[config.mk]
export PLATFORM = sky130hd
export DESIGN_NAME = ssmr_receiver
export DESIGN_NICKNAME = d
export VERILOG_FILES = /design/src/ssmr_pkg.sv /design/src/ssmr_receiver.sv
export SDC_FILE = /design/constraint.sdc
export NUM_CORES = 1
export LEC_CHECK = 0
export BUFFER_PORTS_ARGS = -buffer_cell sky130_fd_sc_hd__buf_2
export CORE_AREA = 2 2 124 126
export DETAILED_ROUTE_END_ITERATION = 12
export DIE_AREA = 0 0 126 128
export RECOVER_POWER = 50
export SLEW_MARGIN = 10
export SYNTH_ARGS = -nofsm -noshare
export SYNTH_HDL_FRONTEND = slang
export SYNTH_SLANG_ARGS = --single-unit
[constraint.sdc]
create_clock -name I_CLK -period 2.9 [get_ports I_CLK]
set_input_delay 0.58 -clock I_CLK [delete_from_list [all_inputs] [get_ports I_CLK]]
set_output_delay 0.58 -clock I_CLK [all_outputs]
set_load 0.05 [all_outputs]
[src/ssmr_pkg.sv]
`default_nettype none
package ssmr_pkg;

  localparam int unsigned ADDR_W = 12;

  // Register indices, byte address is four times the index
  localparam logic [9:0] IDX_IRQ_FLAGS   = 10'h00C;
  localparam logic [9:0] IDX_RX_STATUS   = 10'h018;
  localparam logic [9:0] IDX_TX_BUFFER   = 10'h019;
  localparam logic [9:0] IDX_RX_BUFFER   = 10'h01A;
  localparam logic [9:0] IDX_IRQ_ENABLES = 10'h08C;
  localparam logic [9:0] IDX_TX_STATUS   = 10'h098;
  localparam logic [9:0] IDX_BAUD_DIV    = 10'h099;
  localparam logic [9:0] IDX_EVT_STATUS  = 10'h100;
  localparam logic [9:0] IDX_EVT_CLEAR   = 10'h101;
  localparam logic [9:0] IDX_EVT_ENABLE  = 10'h102;

  // Field positions
  localparam int unsigned POS_RECEIVE_FLAG       = 5;
  localparam int unsigned POS_RECEIVE_IRQ_ENABLE = 5;
  localparam int unsigned POS_SERIAL_PORT_ENABLE = 7;
  localparam int unsigned POS_NINE_BIT_SELECT    = 6;
  localparam int unsigned POS_SINGLE_RECEIVE     = 5;
  localparam int unsigned POS_CONT_RECEIVE       = 4;
  localparam int unsigned POS_OVERRUN_ERROR      = 1;
  localparam int unsigned POS_NINTH_BIT          = 0;
  localparam int unsigned POS_CLOCK_MASTER       = 7;
  localparam int unsigned POS_SYNC_MODE          = 4;
  localparam int unsigned POS_SHIFT_EMPTY        = 1;
  localparam int unsigned POS_EVT_WORD           = 0;
  localparam int unsigned POS_EVT_OVERRUN        = 1;

  // Reset values and masks
  localparam logic [7:0] RST_RX_CTRL     = 8'h00;
  localparam logic [7:0] RST_TX_STATUS   = 8'h02;
  localparam logic [7:0] RST_TX_BUFFER   = 8'h00;
  localparam logic [7:0] RST_IRQ_ENABLES = 8'h00;
  localparam logic [7:0] RST_BAUD_DIV    = 8'h00;
  localparam logic [1:0] RST_EVT         = 2'h0;
  localparam logic [7:0] MASK_TX_STATUS  = 8'hF5;

  // Word lengths, as last bit index
  localparam logic [3:0] LAST_BIT_SHORT = 4'h7;
  localparam logic [3:0] LAST_BIT_LONG  = 4'h8;
  localparam logic [1:0] FIFO_DEPTH     = 2'h2;

  typedef struct packed {
    logic       ninth;
    logic [7:0] data;
  } ssmr_entry_type;

  typedef struct packed {
    logic port_enable;
    logic nine_bit;
    logic single_rx;
    logic cont_rx;
  } ssmr_ctrl_type;

  typedef enum logic [1:0] {
    ST_IDLE,
    ST_HIGH,
    ST_LOW
  } ssmr_state_type;

endpackage
`default_nettype wire

[src/ssmr_receiver.sv]
`timescale 1ns/1ps
`default_nettype none
module ssmr_receiver
  import ssmr_pkg::*;
(
  // Clock and reset
  input  wire logic              I_CLK,
  input  wire logic              I_RST_N,
  // APB slave
  input  wire logic              I_PSEL,
  input  wire logic              I_PENABLE,
  input  wire logic              I_PWRITE,
  input  wire logic [ADDR_W-1:0] I_PADDR,
  input  wire logic [31:0]       I_PWDATA,
  output var  logic [31:0]       O_PRDATA,
  output var  logic              O_PREADY,
  output var  logic              O_PSLVERR,
  // Serial data pin
  input  wire logic              I_DT_I,
  output var  logic              O_DT_O,
  output var  logic              O_DT_OE,
  // Shift clock pin
  output var  logic              O_CK_O,
  output var  logic              O_CK_OE,
  // Interrupt
  output var  logic              O_IRQ
);

  function automatic logic reg_hit(input logic [ADDR_W-1:0] addr, input logic [9:0] idx);
    reg_hit = (addr == {idx, 2'b00});
  endfunction

  function automatic logic reg_mapped(input logic [ADDR_W-1:0] addr);
    reg_mapped = reg_hit(addr, IDX_IRQ_FLAGS) | reg_hit(addr, IDX_RX_STATUS) |
                 reg_hit(addr, IDX_TX_BUFFER) | reg_hit(addr, IDX_RX_BUFFER) |
                 reg_hit(addr, IDX_IRQ_ENABLES) | reg_hit(addr, IDX_TX_STATUS) |
                 reg_hit(addr, IDX_BAUD_DIV) | reg_hit(addr, IDX_EVT_STATUS) |
                 reg_hit(addr, IDX_EVT_CLEAR) | reg_hit(addr, IDX_EVT_ENABLE);
  endfunction

  ssmr_ctrl_type  ctrl_reg;
  logic [7:0]     tx_status_reg;
  logic [7:0]     tx_buffer_reg;
  logic [7:0]     irq_enables_reg;
  logic [7:0]     baud_div_reg;
  logic [1:0]     evt_status_reg;
  logic [1:0]     evt_enable_reg;
  logic           overrun_error_reg;
  logic [31:0]    prdata_reg;
  logic           dt_meta_reg;
  logic           dt_sync_reg;
  ssmr_state_type state_reg;
  logic [7:0]     div_cnt_reg;
  logic [3:0]     bit_cnt_reg;
  logic [8:0]     shift_reg;
  ssmr_entry_type fifo_mem_reg [FIFO_DEPTH];
  logic           wr_ptr_reg;
  logic           rd_ptr_reg;
  logic [1:0]     count_reg;

  logic           wr_access;
  logic           rd_access;
  logic           go;
  logic           half_end;
  logic           sample_evt;
  logic           word_done;
  logic [3:0]     last_bit;
  logic [8:0]     shift_next;
  ssmr_entry_type word_new;
  logic           push;
  logic           pop;
  logic           overrun_evt;
  logic           clr_overrun_error;
  logic           receive_flag;
  logic [1:0]     evt_set;
  logic [1:0]     evt_clr;
  logic [31:0]    read_word;
  ssmr_entry_type head;

  // APB access phase, one wait-free access cycle after setup
  assign wr_access = I_PSEL & I_PENABLE & I_PWRITE;
  assign rd_access = I_PSEL & I_PENABLE & ~I_PWRITE;
  assign O_PREADY  = I_PSEL & I_PENABLE;
  assign O_PSLVERR = I_PSEL & I_PENABLE & ~reg_mapped(I_PADDR);
  assign O_PRDATA  = prdata_reg;

  // Receive pin only, data line never driven here
  assign O_DT_O  = 1'b0;
  assign O_DT_OE = 1'b0;

  assign head = fifo_mem_reg[rd_ptr_reg];
  assign receive_flag = (count_reg != 2'h0);

  assign go = ctrl_reg.port_enable & tx_status_reg[POS_SYNC_MODE] & tx_status_reg[POS_CLOCK_MASTER] &
              (ctrl_reg.single_rx | ctrl_reg.cont_rx) & ~overrun_error_reg;

  assign half_end   = (div_cnt_reg == baud_div_reg);
  assign sample_evt = (state_reg == ST_HIGH) & half_end;
  assign last_bit   = ctrl_reg.nine_bit ? LAST_BIT_LONG : LAST_BIT_SHORT;
  assign word_done  = sample_evt & (bit_cnt_reg == last_bit);
  assign shift_next = {dt_sync_reg, shift_reg[8:1]};

  // Align the word, LSB first, ninth bit last
  always_comb
  begin
    if (ctrl_reg.nine_bit)
    begin
      word_new.data  = shift_next[7:0];
      word_new.ninth = shift_next[8];
    end
    else
    begin
      word_new.data  = shift_next[8:1];
      word_new.ninth = 1'b0;
    end
  end

  assign push        = word_done & (count_reg != FIFO_DEPTH) & ~overrun_error_reg;
  assign overrun_evt = word_done & (count_reg == FIFO_DEPTH) & ~overrun_error_reg;
  assign pop         = rd_access & reg_hit(I_PADDR, IDX_RX_BUFFER) & receive_flag;
  assign clr_overrun_error    = wr_access & reg_hit(I_PADDR, IDX_RX_STATUS) & ~I_PWDATA[POS_CONT_RECEIVE];

  assign evt_set = {overrun_evt, push};
  assign evt_clr = (wr_access & reg_hit(I_PADDR, IDX_EVT_CLEAR)) ? I_PWDATA[1:0] : 2'h0;

  assign O_IRQ = (receive_flag & irq_enables_reg[POS_RECEIVE_IRQ_ENABLE]) | (|(evt_status_reg & evt_enable_reg));

  // Shift clock driven only while a word is in progress
  assign O_CK_O  = (state_reg == ST_HIGH);
  assign O_CK_OE = (state_reg != ST_IDLE);

  // Two-stage synchroniser on the data pin
  always_ff @(posedge I_CLK)
  begin
    if (!I_RST_N)
    begin
      dt_meta_reg <= 1'b0;
      dt_sync_reg <= 1'b0;
    end
    else
    begin
      dt_meta_reg <= I_DT_I;
      dt_sync_reg <= dt_meta_reg;
    end
  end

  // Receive control register
  always_ff @(posedge I_CLK)
  begin
    if (!I_RST_N)
    begin
      ctrl_reg <= ssmr_ctrl_type'(RST_RX_CTRL[7:4]);
    end
    else if (wr_access && reg_hit(I_PADDR, IDX_RX_STATUS))
    begin
      ctrl_reg.port_enable <= I_PWDATA[POS_SERIAL_PORT_ENABLE];
      ctrl_reg.nine_bit    <= I_PWDATA[POS_NINE_BIT_SELECT];
      ctrl_reg.single_rx   <= I_PWDATA[POS_SINGLE_RECEIVE];
      ctrl_reg.cont_rx     <= I_PWDATA[POS_CONT_RECEIVE];
    end
    else if (word_done && !ctrl_reg.cont_rx)
    begin
      ctrl_reg.single_rx <= 1'b0;
    end
  end

  // Overrun error, set wins over clear
  always_ff @(posedge I_CLK)
  begin
    if (!I_RST_N)
    begin
      overrun_error_reg <= 1'b0;
    end
    else if (overrun_evt)
    begin
      overrun_error_reg <= 1'b1;
    end
    else if (clr_overrun_error)
    begin
      overrun_error_reg <= 1'b0;
    end
  end

  // Mode, buffer and divisor registers
  always_ff @(posedge I_CLK)
  begin
    if (!I_RST_N)
    begin
      tx_status_reg   <= RST_TX_STATUS;
      tx_buffer_reg   <= RST_TX_BUFFER;
      irq_enables_reg <= RST_IRQ_ENABLES;
      baud_div_reg    <= RST_BAUD_DIV;
      evt_enable_reg  <= RST_EVT;
    end
    else if (wr_access)
    begin
      if (reg_hit(I_PADDR, IDX_TX_STATUS))
      begin
        tx_status_reg <= I_PWDATA[7:0] & MASK_TX_STATUS;
      end
      if (reg_hit(I_PADDR, IDX_TX_BUFFER))
      begin
        tx_buffer_reg <= I_PWDATA[7:0];
      end
      if (reg_hit(I_PADDR, IDX_IRQ_ENABLES))
      begin
        irq_enables_reg <= I_PWDATA[7:0];
      end
      if (reg_hit(I_PADDR, IDX_BAUD_DIV))
      begin
        baud_div_reg <= I_PWDATA[7:0];
      end
      if (reg_hit(I_PADDR, IDX_EVT_ENABLE))
      begin
        evt_enable_reg <= I_PWDATA[1:0];
      end
    end
  end

  // Sticky event status, set wins over clear
  always_ff @(posedge I_CLK)
  begin
    if (!I_RST_N)
    begin
      evt_status_reg <= RST_EVT;
    end
    else
    begin
      evt_status_reg <= (evt_status_reg & ~evt_clr) | evt_set;
    end
  end

  // Shift clock generator and bit sampler
  always_ff @(posedge I_CLK)
  begin
    if (!I_RST_N)
    begin
      state_reg   <= ST_IDLE;
      div_cnt_reg <= 8'h00;
      bit_cnt_reg <= 4'h0;
      shift_reg   <= 9'h000;
    end
    else
    begin
      case (state_reg)
        ST_IDLE:
        begin
          div_cnt_reg <= 8'h00;
          bit_cnt_reg <= 4'h0;
          if (go)
          begin
            state_reg <= ST_HIGH;
          end
        end
        ST_HIGH:
        begin
          if (half_end)
          begin
            div_cnt_reg <= 8'h00;
            shift_reg   <= shift_next;
            state_reg   <= ST_LOW;
            bit_cnt_reg <= word_done ? 4'h0 : bit_cnt_reg + 4'h1;
          end
          else
          begin
            div_cnt_reg <= div_cnt_reg + 8'h01;
          end
        end
        ST_LOW:
        begin
          if (half_end)
          begin
            div_cnt_reg <= 8'h00;
            if (go)
            begin
              state_reg <= ST_HIGH;
            end
            else
            begin
              state_reg   <= ST_IDLE;
              bit_cnt_reg <= 4'h0;
            end
          end
          else
          begin
            div_cnt_reg <= div_cnt_reg + 8'h01;
          end
        end
        default:
        begin
          state_reg <= ST_IDLE;
        end
      endcase
    end
  end

  // Two-entry receive FIFO with the ninth bit stored per word
  always_ff @(posedge I_CLK)
  begin
    if (!I_RST_N)
    begin
      wr_ptr_reg <= 1'b0;
      rd_ptr_reg <= 1'b0;
      count_reg  <= 2'h0;
    end
    else
    begin
      if (push)
      begin
        wr_ptr_reg <= ~wr_ptr_reg;
      end
      if (pop)
      begin
        rd_ptr_reg <= ~rd_ptr_reg;
      end
      if (push && !pop)
      begin
        count_reg <= count_reg + 2'h1;
      end
      else if (pop && !push)
      begin
        count_reg <= count_reg - 2'h1;
      end
    end
  end

  generate
    for (genvar g = 0; g < FIFO_DEPTH; g++)
    begin : g_fifo
      always_ff @(posedge I_CLK)
      begin
        if (!I_RST_N)
        begin
          fifo_mem_reg[g] <= ssmr_entry_type'(9'h000);
        end
        else if (push && (wr_ptr_reg == 1'(g)))
        begin
          fifo_mem_reg[g] <= word_new;
        end
      end
    end
  endgenerate

  // Read mux, captured in the setup cycle
  always_comb
  begin
    read_word = 32'h0000_0000;
    if (reg_hit(I_PADDR, IDX_IRQ_FLAGS))
    begin
      read_word[POS_RECEIVE_FLAG] = receive_flag;
    end
    else if (reg_hit(I_PADDR, IDX_RX_STATUS))
    begin
      read_word[7:4]               = ctrl_reg;
      read_word[POS_OVERRUN_ERROR] = overrun_error_reg;
      read_word[POS_NINTH_BIT]     = receive_flag & head.ninth;
    end
    else if (reg_hit(I_PADDR, IDX_RX_BUFFER))
    begin
      read_word[7:0] = receive_flag ? head.data : 8'h00;
    end
    else if (reg_hit(I_PADDR, IDX_IRQ_ENABLES))
    begin
      read_word[7:0] = irq_enables_reg;
    end
    else if (reg_hit(I_PADDR, IDX_TX_STATUS))
    begin
      read_word[7:0]             = tx_status_reg;
      read_word[POS_SHIFT_EMPTY] = 1'b1;
    end
    else if (reg_hit(I_PADDR, IDX_BAUD_DIV))
    begin
      read_word[7:0] = baud_div_reg;
    end
    else if (reg_hit(I_PADDR, IDX_EVT_STATUS))
    begin
      read_word[1:0] = evt_status_reg;
    end
    else if (reg_hit(I_PADDR, IDX_EVT_ENABLE))
    begin
      read_word[1:0] = evt_enable_reg;
    end
  end

  always_ff @(posedge I_CLK)
  begin
    if (!I_RST_N)
    begin
      prdata_reg <= 32'h0000_0000;
    end
    else if (I_PSEL && !I_PENABLE && !I_PWRITE)
    begin
      prdata_reg <= read_word;
    end
  end
endmodule
`default_nettype wire

==> out/qor.yml, run 1 <==
detailed_routing:
  drt_iter0_markers: 243
  vias_per_cell: 5.03
  remaining_drc_errors: 0
  ant_nets: 0
  wire_per_inst_um: 14.8
  num_vias: 3704
  dr.pass1.iters: 6
  wl_mm: 10.9
synth:
  synth-main-ff-cell: "dfxtp_1"
  synthTopCellsByArea: "dfxtp_1 (30%), edfxtp_1 (12%), mux2i_1 (11%), nor2_1 (6.2%), buf_4 (4.3%)"
  yosys_warnings: 0
  yosysTopAreaCell: "dfxtp_1"
  async_reset_ff_share_pct: 0
  synth_edf_count: 18
  yosysTopAreaCellShare_pct: 30.0
  synth_seq_cells: 86
  yosysUniqueCellTypes: 63
  avgSynthCellArea_sq_um: 9.09
  ys_seq_area_share_pct: 41.9
  synth_cells: 499
  syn_area_sq_mm: 0.00454
power:
  swShare_pct: 25.8
  p_int_mw: 2.09
  share_seq_of_total_power_pct: 44.3
  p_leak_nw: 1.86
  power_density_mw_per_mm2: 540
  ir_worst_vdd_v: 0.000222
  p_comb_share_pct: 11.8
  p_sw_mw: 0.727
  p_clk_share_pct: 44.0
setup_path:
  crit_path_end_kind: "output pin"
  rr_worst_depth: 7
  slowest_delay_ns: 0.38
  worstPathMaxFanout: 8
  cp_cell_sequence: "buf_2, nand2b_1, or2_0, o21ai_0, a32oi_1, nor2_1, nor4b_2, buf_2"
  cp.arrival_ns: 2.11
  start_kind: "input pin"
  worstPathRequired_ns: 2.32
  r2r-end: "fifo_mem_reg[1][4]"
  critical_path_class: "input pin to output pin"
  cp_common_cell: "buf_2"
  worst_r2r_startpoint: "baud_div_reg[2]"
  reg2reg_slack_ns: 0.42
  slowest_stage: "or2_0"
worst_hold_path:
  min_path_type: "flop to flop"
  hp-start: "dt_meta_reg"
  hold_depth: 1
  min_delay_worst_endpoint: "dt_sync_reg"
clock_tree:
  postCtsResizedCells: 0
  cts_setup_buffers: 0
  path_clk_slew_ns: 0.06
  cts_tree: "built"
  clkLatencyLatePin_ns: 0.34
  cts_sinks: 86
  cts_hold_buf: 0
  cts_buffers: 9
  clockRootBuffer: "clkbuf_16"
  htree_levels: 3
  clock_path_buffers: 2
cells_and_area:
  fin_area_sq_mm: 0.00522
  drive_above_1_share_pct: 12.8
  syn2layout_area_growth_pct: 14.9
  regArea_sq_mm: 0.00190
  multiInputGateArea_sq_mm: 0.00243
  antennaDiodeCount: 0
  final_nets: 601
  fillers: 1548
  largest_reg_flops: 18
grt:
  grt_pass1_vias: 3556
  overflow: 0
  antenna_found_initial: 0
  grtUsageTotal_pct: 13.9
  grt_pass1_wl_mm: 17.8
  grt_max_degree: 28
sta:
  setup_viol: 0
  report.final.slew_viol_count: 0
  rsz0062_at_grt: "no"
  fmax_mhz: 372
  worst_slew_pin_slew_ns: 1.04
  finalClockSkew_ns: 0.00665
  period_needed_ns: 2.69
  fin_setup_tns_ns: 0
  slew_headroom_pct: 30.8
  hold_viol: 0
  period_share_pct: 92.7
floorplanning:
  fp.dieW_um: 126
  ios: 89
  row_count: 45
  die_area_sq_mm: 0.0161
  start_util_pct: 30.5
  die_h_um: 128
  core-area_sq_mm: 0.0149
placed_design:
  io_buffer_count: 38
  place_area_sq_mm: 0.00492
  place_hpwl_mm: 8.30
  gp_congestion: 0.889
outcome:
  status: "completed"
job:
  drv_cap: 0
Yosys cell counts (8+ instances only):
master	number
nor2_1	75
dfxtp_1	68
mux2i_1	50
nand2_1	41
buf_4	26
o21ai_0	26
a21oi_1	25
nand3_1	19
edfxtp_1	18
clkbuf_1	17
nor3_1	10
inv_1	9
xor2_1	8
logic make-up (layout without fill, tap and decap cells):
group	Yosys count	count (layout)	synth area share, %
adders and majority gates	7	7	1.93
DFF	86	86	41.9
xor gates and xnor gates	19	19	4.33
muxes	51	51	11.3
and+or+nand+nor	197	197	22.3
AOI/OAI and AO/OA	84	84	11.6
other	1	26	0.0826
buffers and inverters	54	79	6.67
power groups by stage:
| stage | Clock [mW] | Sequential [mW] | Combinational (mW) |
|---|---|---|---|
| 2_1_floorplan | 0 | 1.27 | 0.276 |
| 3_3_place_gp | 0 | 1.27 | 0.332 |
| 3_5_place_dp | 0 | 1.27 | 0.335 |
| 4_1_cts | 1.26 | 1.25 | 0.337 |
| 5_1_grt | 1.30 | 1.25 | 0.360 |
| 6_report | 1.24 | 1.25 | 0.331 |
cell usage in the layout (no fill, tap or decap), drive strengths merged, types with 4 or more instances in the layout:
master,instances
nor3,11
dfxtp,68
and3,4
nand3b,4
inv,9
and2,7
nand4,6
nand3,20
o21ai,28
a21oi,25
nor2,76
mux2i,50
a22oi,5
clkbuf,27
nand2b,4
xnor2,11
edfxtp,18
buf,38
conb,26
ha,7
nor4,4
nand2,41
xor2,8
worst max path at each step:
stage | to | startpoint | slack [ns] | cells past startpoint
after floorplan | O_PSLVERR | I_PADDR[7] | 0.008 | 6
after global placement | count_reg[1] | I_PADDR[10] | 0.14 | 7
after detailed placement | count_reg[1] | I_PADDR[10] | 0.11 | 7
after CTS | O_PSLVERR | I_PADDR[3] | 0.26 | 6
after global routing | O_PSLVERR | I_PADDR[7] | 0.10 | 8
final | O_PSLVERR | I_PADDR[7] | 0.21 | 8
cell type report:
cell class                      instances  share of cell area (%)
Timing Repair Buffer                   54                    5.45
Sequential cell                        86                    36.5
Multi-Input combinational cell        384                    46.6
Tap cell                              188                    4.51
Clock inverter                          5                    1.01
Clock buffer                           11                    5.28
Inverter                                9                   0.648
per-layer routing:
| metal | global-route usage [%] | share of wire [%] | vias up |
|---|---|---|---|
| li1 | - | - | 1806 |
| met1 | 17.3 | 46 | 1767 |
| met2 | 23.3 | 46 | 111 |
| met3 | 2.46 | 5.6 | 20 |
| met4 | 6.53 | 2.2 | 0 |
| met5 | 0 | 0 | - |
worst max-delay path, delay by kind of cell:
kind | cells | cell delay [ns]
compound gates | 2 | 0.32
simple gates | 4 | 0.81
buf+inv | 2 | 0.40
metrics by stage:
step                      worst slack (ns)  util [%]  instances  hold slack (ns)  power (mW)
after floorplan                    0.00796         -        524            0.412        1.55
final                                0.213      35.1        737            0.440        2.82
after detailed placement             0.112      33.1        721            0.430        1.61
after global placement               0.139      33.1        721            0.427        1.60
after CTS                            0.262      35.3        737            0.433        2.84
after global routing                 0.101      35.1        737            0.449        2.91
(Power assumes the default switching activity.)
==> inputs of run 2 (changes only) <==
Clock period 2.9 ns to 2.25 ns, I/O delays scaled along.
==> run 2 against run 1 <==
Count of clock-buffer cells in the layout is 2 higher. Combinational power increased by 45%. Utilization rose by 3.1 points. First-iteration DRC count down 3.3%. Non-clock buffer count up 50. Critical path type unchanged. Register-to-register slack lost 0.32 ns. Total power up 24%. Global-route usage increased by 0.62 points. Setup slack worse by 0.15 ns.
==> out/qor.yml, run 2 (synthesized netlist as in run 1, its figures left out) <==
sta:
  finalClockSkew_ns: 0.00891
  fin_setup_tns_ns: 0
  fmax_mhz: 458
  hold_viol: 0
  rsz0062_at_grt: "no"
  report.final.slew_viol_count: 0
  worst_slew_pin_slew_ns: 0.807
  period_share_pct: 97.0
  period_needed_ns: 2.18
  slew_headroom_pct: 46.2
  setup_viol: 0
  hold_slack_ns: 0.326
setup_path:
  critical_path_class: "input pin to output pin"
  worstPathMaxFanout: 3
  start_kind: "input pin"
  worstPathRequired_ns: 1.80
  crit_path_end_kind: "output pin"
  cp.arrival_ns: 1.73
detailed_routing:
  vias_per_cell: 4.96
  num_vias: 3901
  drt_iter0_markers: 235
  wire_per_inst_um: 14.7
  wl_mm: 11.6
  dr.pass1.iters: 4
  ant_nets: 0
  remaining_drc_errors: 0
cells_and_area:
  fillers: 1503
  syn2layout_area_growth_pct: 25.0
  final_cell_mix: "nor2_1 (74), dfxtp_1 (65), mux2i_1 (50)"
  drive_above_1_share_pct: 21.9
  fin_cells: 787
  final_common_cell: "nor2_1"
  utilization_pct: 38.1
  final_nets: 651
  largest_reg_flops: 18
  antennaDiodeCount: 0
power:
  total_power_mw: 3.49
  power_density_mw_per_mm2: 616
  ir_worst_vdd_v: 0.000304
  p_leak_nw: 2.10
placed_design:
  dpl.cell_count: 767
  io_buffer_count: 38
  place_hpwl_mm: 8.75
  gp_congestion: 0.850
clock_tree:
  cts_buffers: 9
  path_clk_slew_ns: 0.06
  cts_tree: "built"
  clock_path_buffers: 2
  cts_sinks: 86
  cts_hold_buf: 0
  clockRootBuffer: "clkbuf_16"
  clkLatencyLatePin_ns: 0.35
  htree_levels: 3
floorplanning:
  die_area_sq_mm: 0.0161
  die_h_um: 128
  fp.dieW_um: 126
  row_count: 45
  start_util_pct: 30.5
  core-area_sq_mm: 0.0149
  ios: 89
grt:
  grt_max_degree: 28
  grtUsageTotal_pct: 14.5
  antenna_found_initial: 0
  grt_pass1_wl_mm: 18.6
  grt_pass1_vias: 3719
  overflow: 0
worst_hold_path:
  min_path_type: "input pin to flop"
outcome:
  status: "completed"
job:
  drv_cap: 0
## run 2: layout make-up
type / instances / area (sq um) / area share [%]
sequential: 86 / 1910 / 33.6
tap: 188 / 235 / 4.15
clock buffer: 13 / 260 / 4.59
clock inverter: 3 / 18.8 / 0.331
multi-input combinational: 384 / 2550 / 44.9
inverter: 9 / 33.8 / 0.596
timing repair buffer: 104 / 668 / 11.8
## run 2: per-stage QoR
step | area [sq um] | worst slack [ns]
floorplan | 4690 | -0.147
global placement | 5340 | -0.228
detailed placement | 5340 | -0.355
CTS | 5670 | -0.0432
global route | 5670 | 0.00739
finish | 5670 | 0.0665
## run 2: metal layers
layer / up-vias / global-route usage [%] / share of wire, %
met5: - / 0 / 0
met4: 0 / 5.62 / 1.7
met2: 113 / 23.8 / 48
met3: 14 / 3.88 / 5.6
met1: 1854 / 18.2 / 45
li1: 1920 / - / -
## run 2: final timing paths
check	start	endpoint	slack, ns	cells after the start
worst max-delay path	I_PADDR[7]	O_PSLVERR	0.07	7
worst min-delay path	I_DT_I	dt_meta_reg	0.33	2
worst max register to register	bit_cnt_reg[0]	fifo_mem_reg[0][0]	0.10	9
worst min register to register	dt_meta_reg	dt_sync_reg	0.44	1
## run 2: power breakdown
| part | switching, mW | internal (mW) | total [mW] |
|---|---|---|---|
| registers | 0.0160 | 1.60 | 1.61 |
| logic | 0.335 | 0.145 | 0.479 |
| clock network | 0.592 | 0.808 | 1.40 |
## run 2: what timing repair did
action / 4_1_cts / 5_1_grt
endpoints found under the setup margin: 11 / 11
gates resized for setup: 6 / 15
pin swaps: 2 / 2
setup buffers: 2 / 2
## run 2: critical path: stages
cell      delay [ns]
buf_2           0.11
nand2b_1        0.17
buf_4           0.15
or2_4           0.26
nor3_2          0.33
nor4b_4         0.09
buf_6           0.17
==> inputs of run 3 (changes only) <==
Clock period 2.25 ns to 2.6 ns, I/O delays scaled along.
==> run 3 against run 2 <==
Setup slack improved by 0.080 ns. Register-to-register slack improved by 0.09 ns. Combinational power shrank 20%. Die area is the same. First-iteration DRC count down 1.3%. Design area is 6.3% lower. Final cell count decreased by 4.6%. Global-route usage down 0.53 points. Flip-flop and latch count is the same. Critical path depth did not move. Total power fell by 14%. Critical path type unchanged.
==> out/qor.yml, run 3 (synthesized netlist as in run 1, its figures left out) <==
clock_tree:
  path_clk_slew_ns: 0.06
  cts_buffers: 9
  clock_path_buffers: 2
  clockRootBuffer: "clkbuf_16"
  cts_hold_buf: 0
  htree_levels: 3
  cts_setup_buffers: 0
  clkLatencyLatePin_ns: 0.34
  cts_sinks: 86
  cts_tree: "built"
  postCtsResizedCells: 0
sta:
  period_needed_ns: 2.45
  report.final.slew_viol_count: 0
  finalClockSkew_ns: 0.00688
  period_share_pct: 94.4
  setup_ws_ns: 0.147
  hold_viol: 0
  slew_headroom_pct: 29.9
  fin_setup_tns_ns: 0
  fmax_mhz: 408
  worst_slew_pin_slew_ns: 1.05
  rsz0062_at_grt: "no"
  setup_viol: 0
power:
  ir_worst_vdd_v: 0.000254
  power_density_mw_per_mm2: 564
  p_leak_nw: 1.91
  total_power_mw: 3.00
cells_and_area:
  final_cell_mix: "nor2_1 (76), dfxtp_1 (68), mux2i_1 (50)"
  final_common_cell: "nor2_1"
  final_nets: 615
  fin_area_sq_mm: 0.00531
  syn2layout_area_growth_pct: 17.0
  drive_above_1_share_pct: 15.5
  largest_reg_flops: 18
  antennaDiodeCount: 0
  fillers: 1513
setup_path:
  start_kind: "input pin"
  cp_top_family: "simple AND/OR/NAND/NOR gates"
  cp.arrival_ns: 1.93
  crit_path_end_kind: "output pin"
  cp_cell_sequence: "buf_2, buf_4, nor4b_1, nand3_1, a22oi_1, nor4b_4, buf_2"
  slowest_stage: "nor4b_1"
  worstPathRequired_ns: 2.08
  slowest_delay_ns: 0.38
  critical_path_class: "input pin to output pin"
  crit_buf_inv: 3
  worstPathMaxFanout: 4
  cp_common_cell: "buf_2"
outcome:
  status: "completed"
grt:
  antenna_found_initial: 0
  grtUsageTotal_pct: 13.9
  grt_pass1_vias: 3499
  grt_max_degree: 32
  overflow: 0
  grt_pass1_wl_mm: 17.9
placed_design:
  io_buffer_count: 38
  gp_congestion: 0.851
  place_ws_ns: -0.00644
  place_area_sq_mm: 0.00505
  place_hpwl_mm: 8.29
floorplanning:
  start_util_pct: 30.5
  ios: 89
  die_h_um: 128
  core-area_sq_mm: 0.0149
  row_count: 45
  fp.dieW_um: 126
  die_area_sq_mm: 0.0161
detailed_routing:
  dr.pass1.iters: 5
  vias_per_cell: 4.94
  num_vias: 3713
  ant_nets: 0
  wire_per_inst_um: 14.7
  wl_mm: 11.0
  drt_iter0_markers: 232
  remaining_drc_errors: 0
worst_hold_path:
  min_path_type: "input pin to flop"
job:
  drv_cap: 0
run 3: cell count changes in the layout (fill, tap and decap cells not counted), sizes merged:
cell | before | now
clkbuf | 41 | 27
inv | 10 | 9
buf | 76 | 52
clkinvlp | 1 | 2
clkinv | 1 | 3
run 3: worst paths after layout:
kind	start	endpoint	slack, ns	depth (start not counted)
hold reg to reg	dt_meta_reg	dt_sync_reg	0.44	1
setup reg to reg	baud_div_reg[2]	count_reg[1]	0.19	7
setup / recovery	I_PADDR[10]	O_PSLVERR	0.15	7
hold / removal	I_DT_I	dt_meta_reg	0.39	2
run 3: worst reg2reg max path: cells and delay by family (launching register included):
family                     cells  cell delay, ns
AOI/OAI and AO/OA              1            0.13
xor gates and xnor gates       1            0.19
adders and majority gates      1            0.31
and+or+nand+nor                4            1.24
DFF                            1            0.48
run 3: final cells by class:
| class | count | area, sq um | share of cell area, % |
|---|---|---|---|
| Sequential cell | 86 | 1900 | 35.8 |
| Clock inverter | 5 | 32.5 | 0.612 |
| Timing Repair Buffer | 68 | 403 | 7.59 |
| Tap cell | 188 | 235 | 4.43 |
| Multi-Input combinational cell | 384 | 2450 | 46.1 |
| Clock buffer | 11 | 254 | 4.78 |
| Inverter | 9 | 33.8 | 0.636 |
run 3: power by group:
| group | switching, mW | internal, mW | total [mW] | leakage (nW) |
|---|---|---|---|---|
| Clock | 0.523 | 0.702 | 1.22 | 0.134 |
| Sequential | 0.0122 | 1.38 | 1.39 | 0.734 |
| Combinational | 0.279 | 0.102 | 0.381 | 1.05 |
| Total | 0.814 | 2.18 | 3.00 | 1.91 |
run 3: routing by layer:
| layer | track usage, % | vias to the layer above | wire length [um] |
|---|---|---|---|
| li1 | - | 1842 | - |
| met1 | 17.5 | 1726 | 4980 |
| met2 | 23.2 | 125 | 5160 |
| met3 | 2.63 | 20 | 656 |
| met4 | 6.59 | 0 | 239 |
| met5 | 0 | - | 0 |
run 3: metrics by stage:
stage | hold slack (ns) | instances | utilization, %
final | 0.386 | 751 | 35.7
after global routing | 0.383 | 751 | 35.7
after CTS | 0.376 | 751 | 35.9
after detailed placement | 0.429 | 735 | 34.0
after global placement | 0.426 | 735 | 34.0
after floorplan | 0.412 | 524 | -
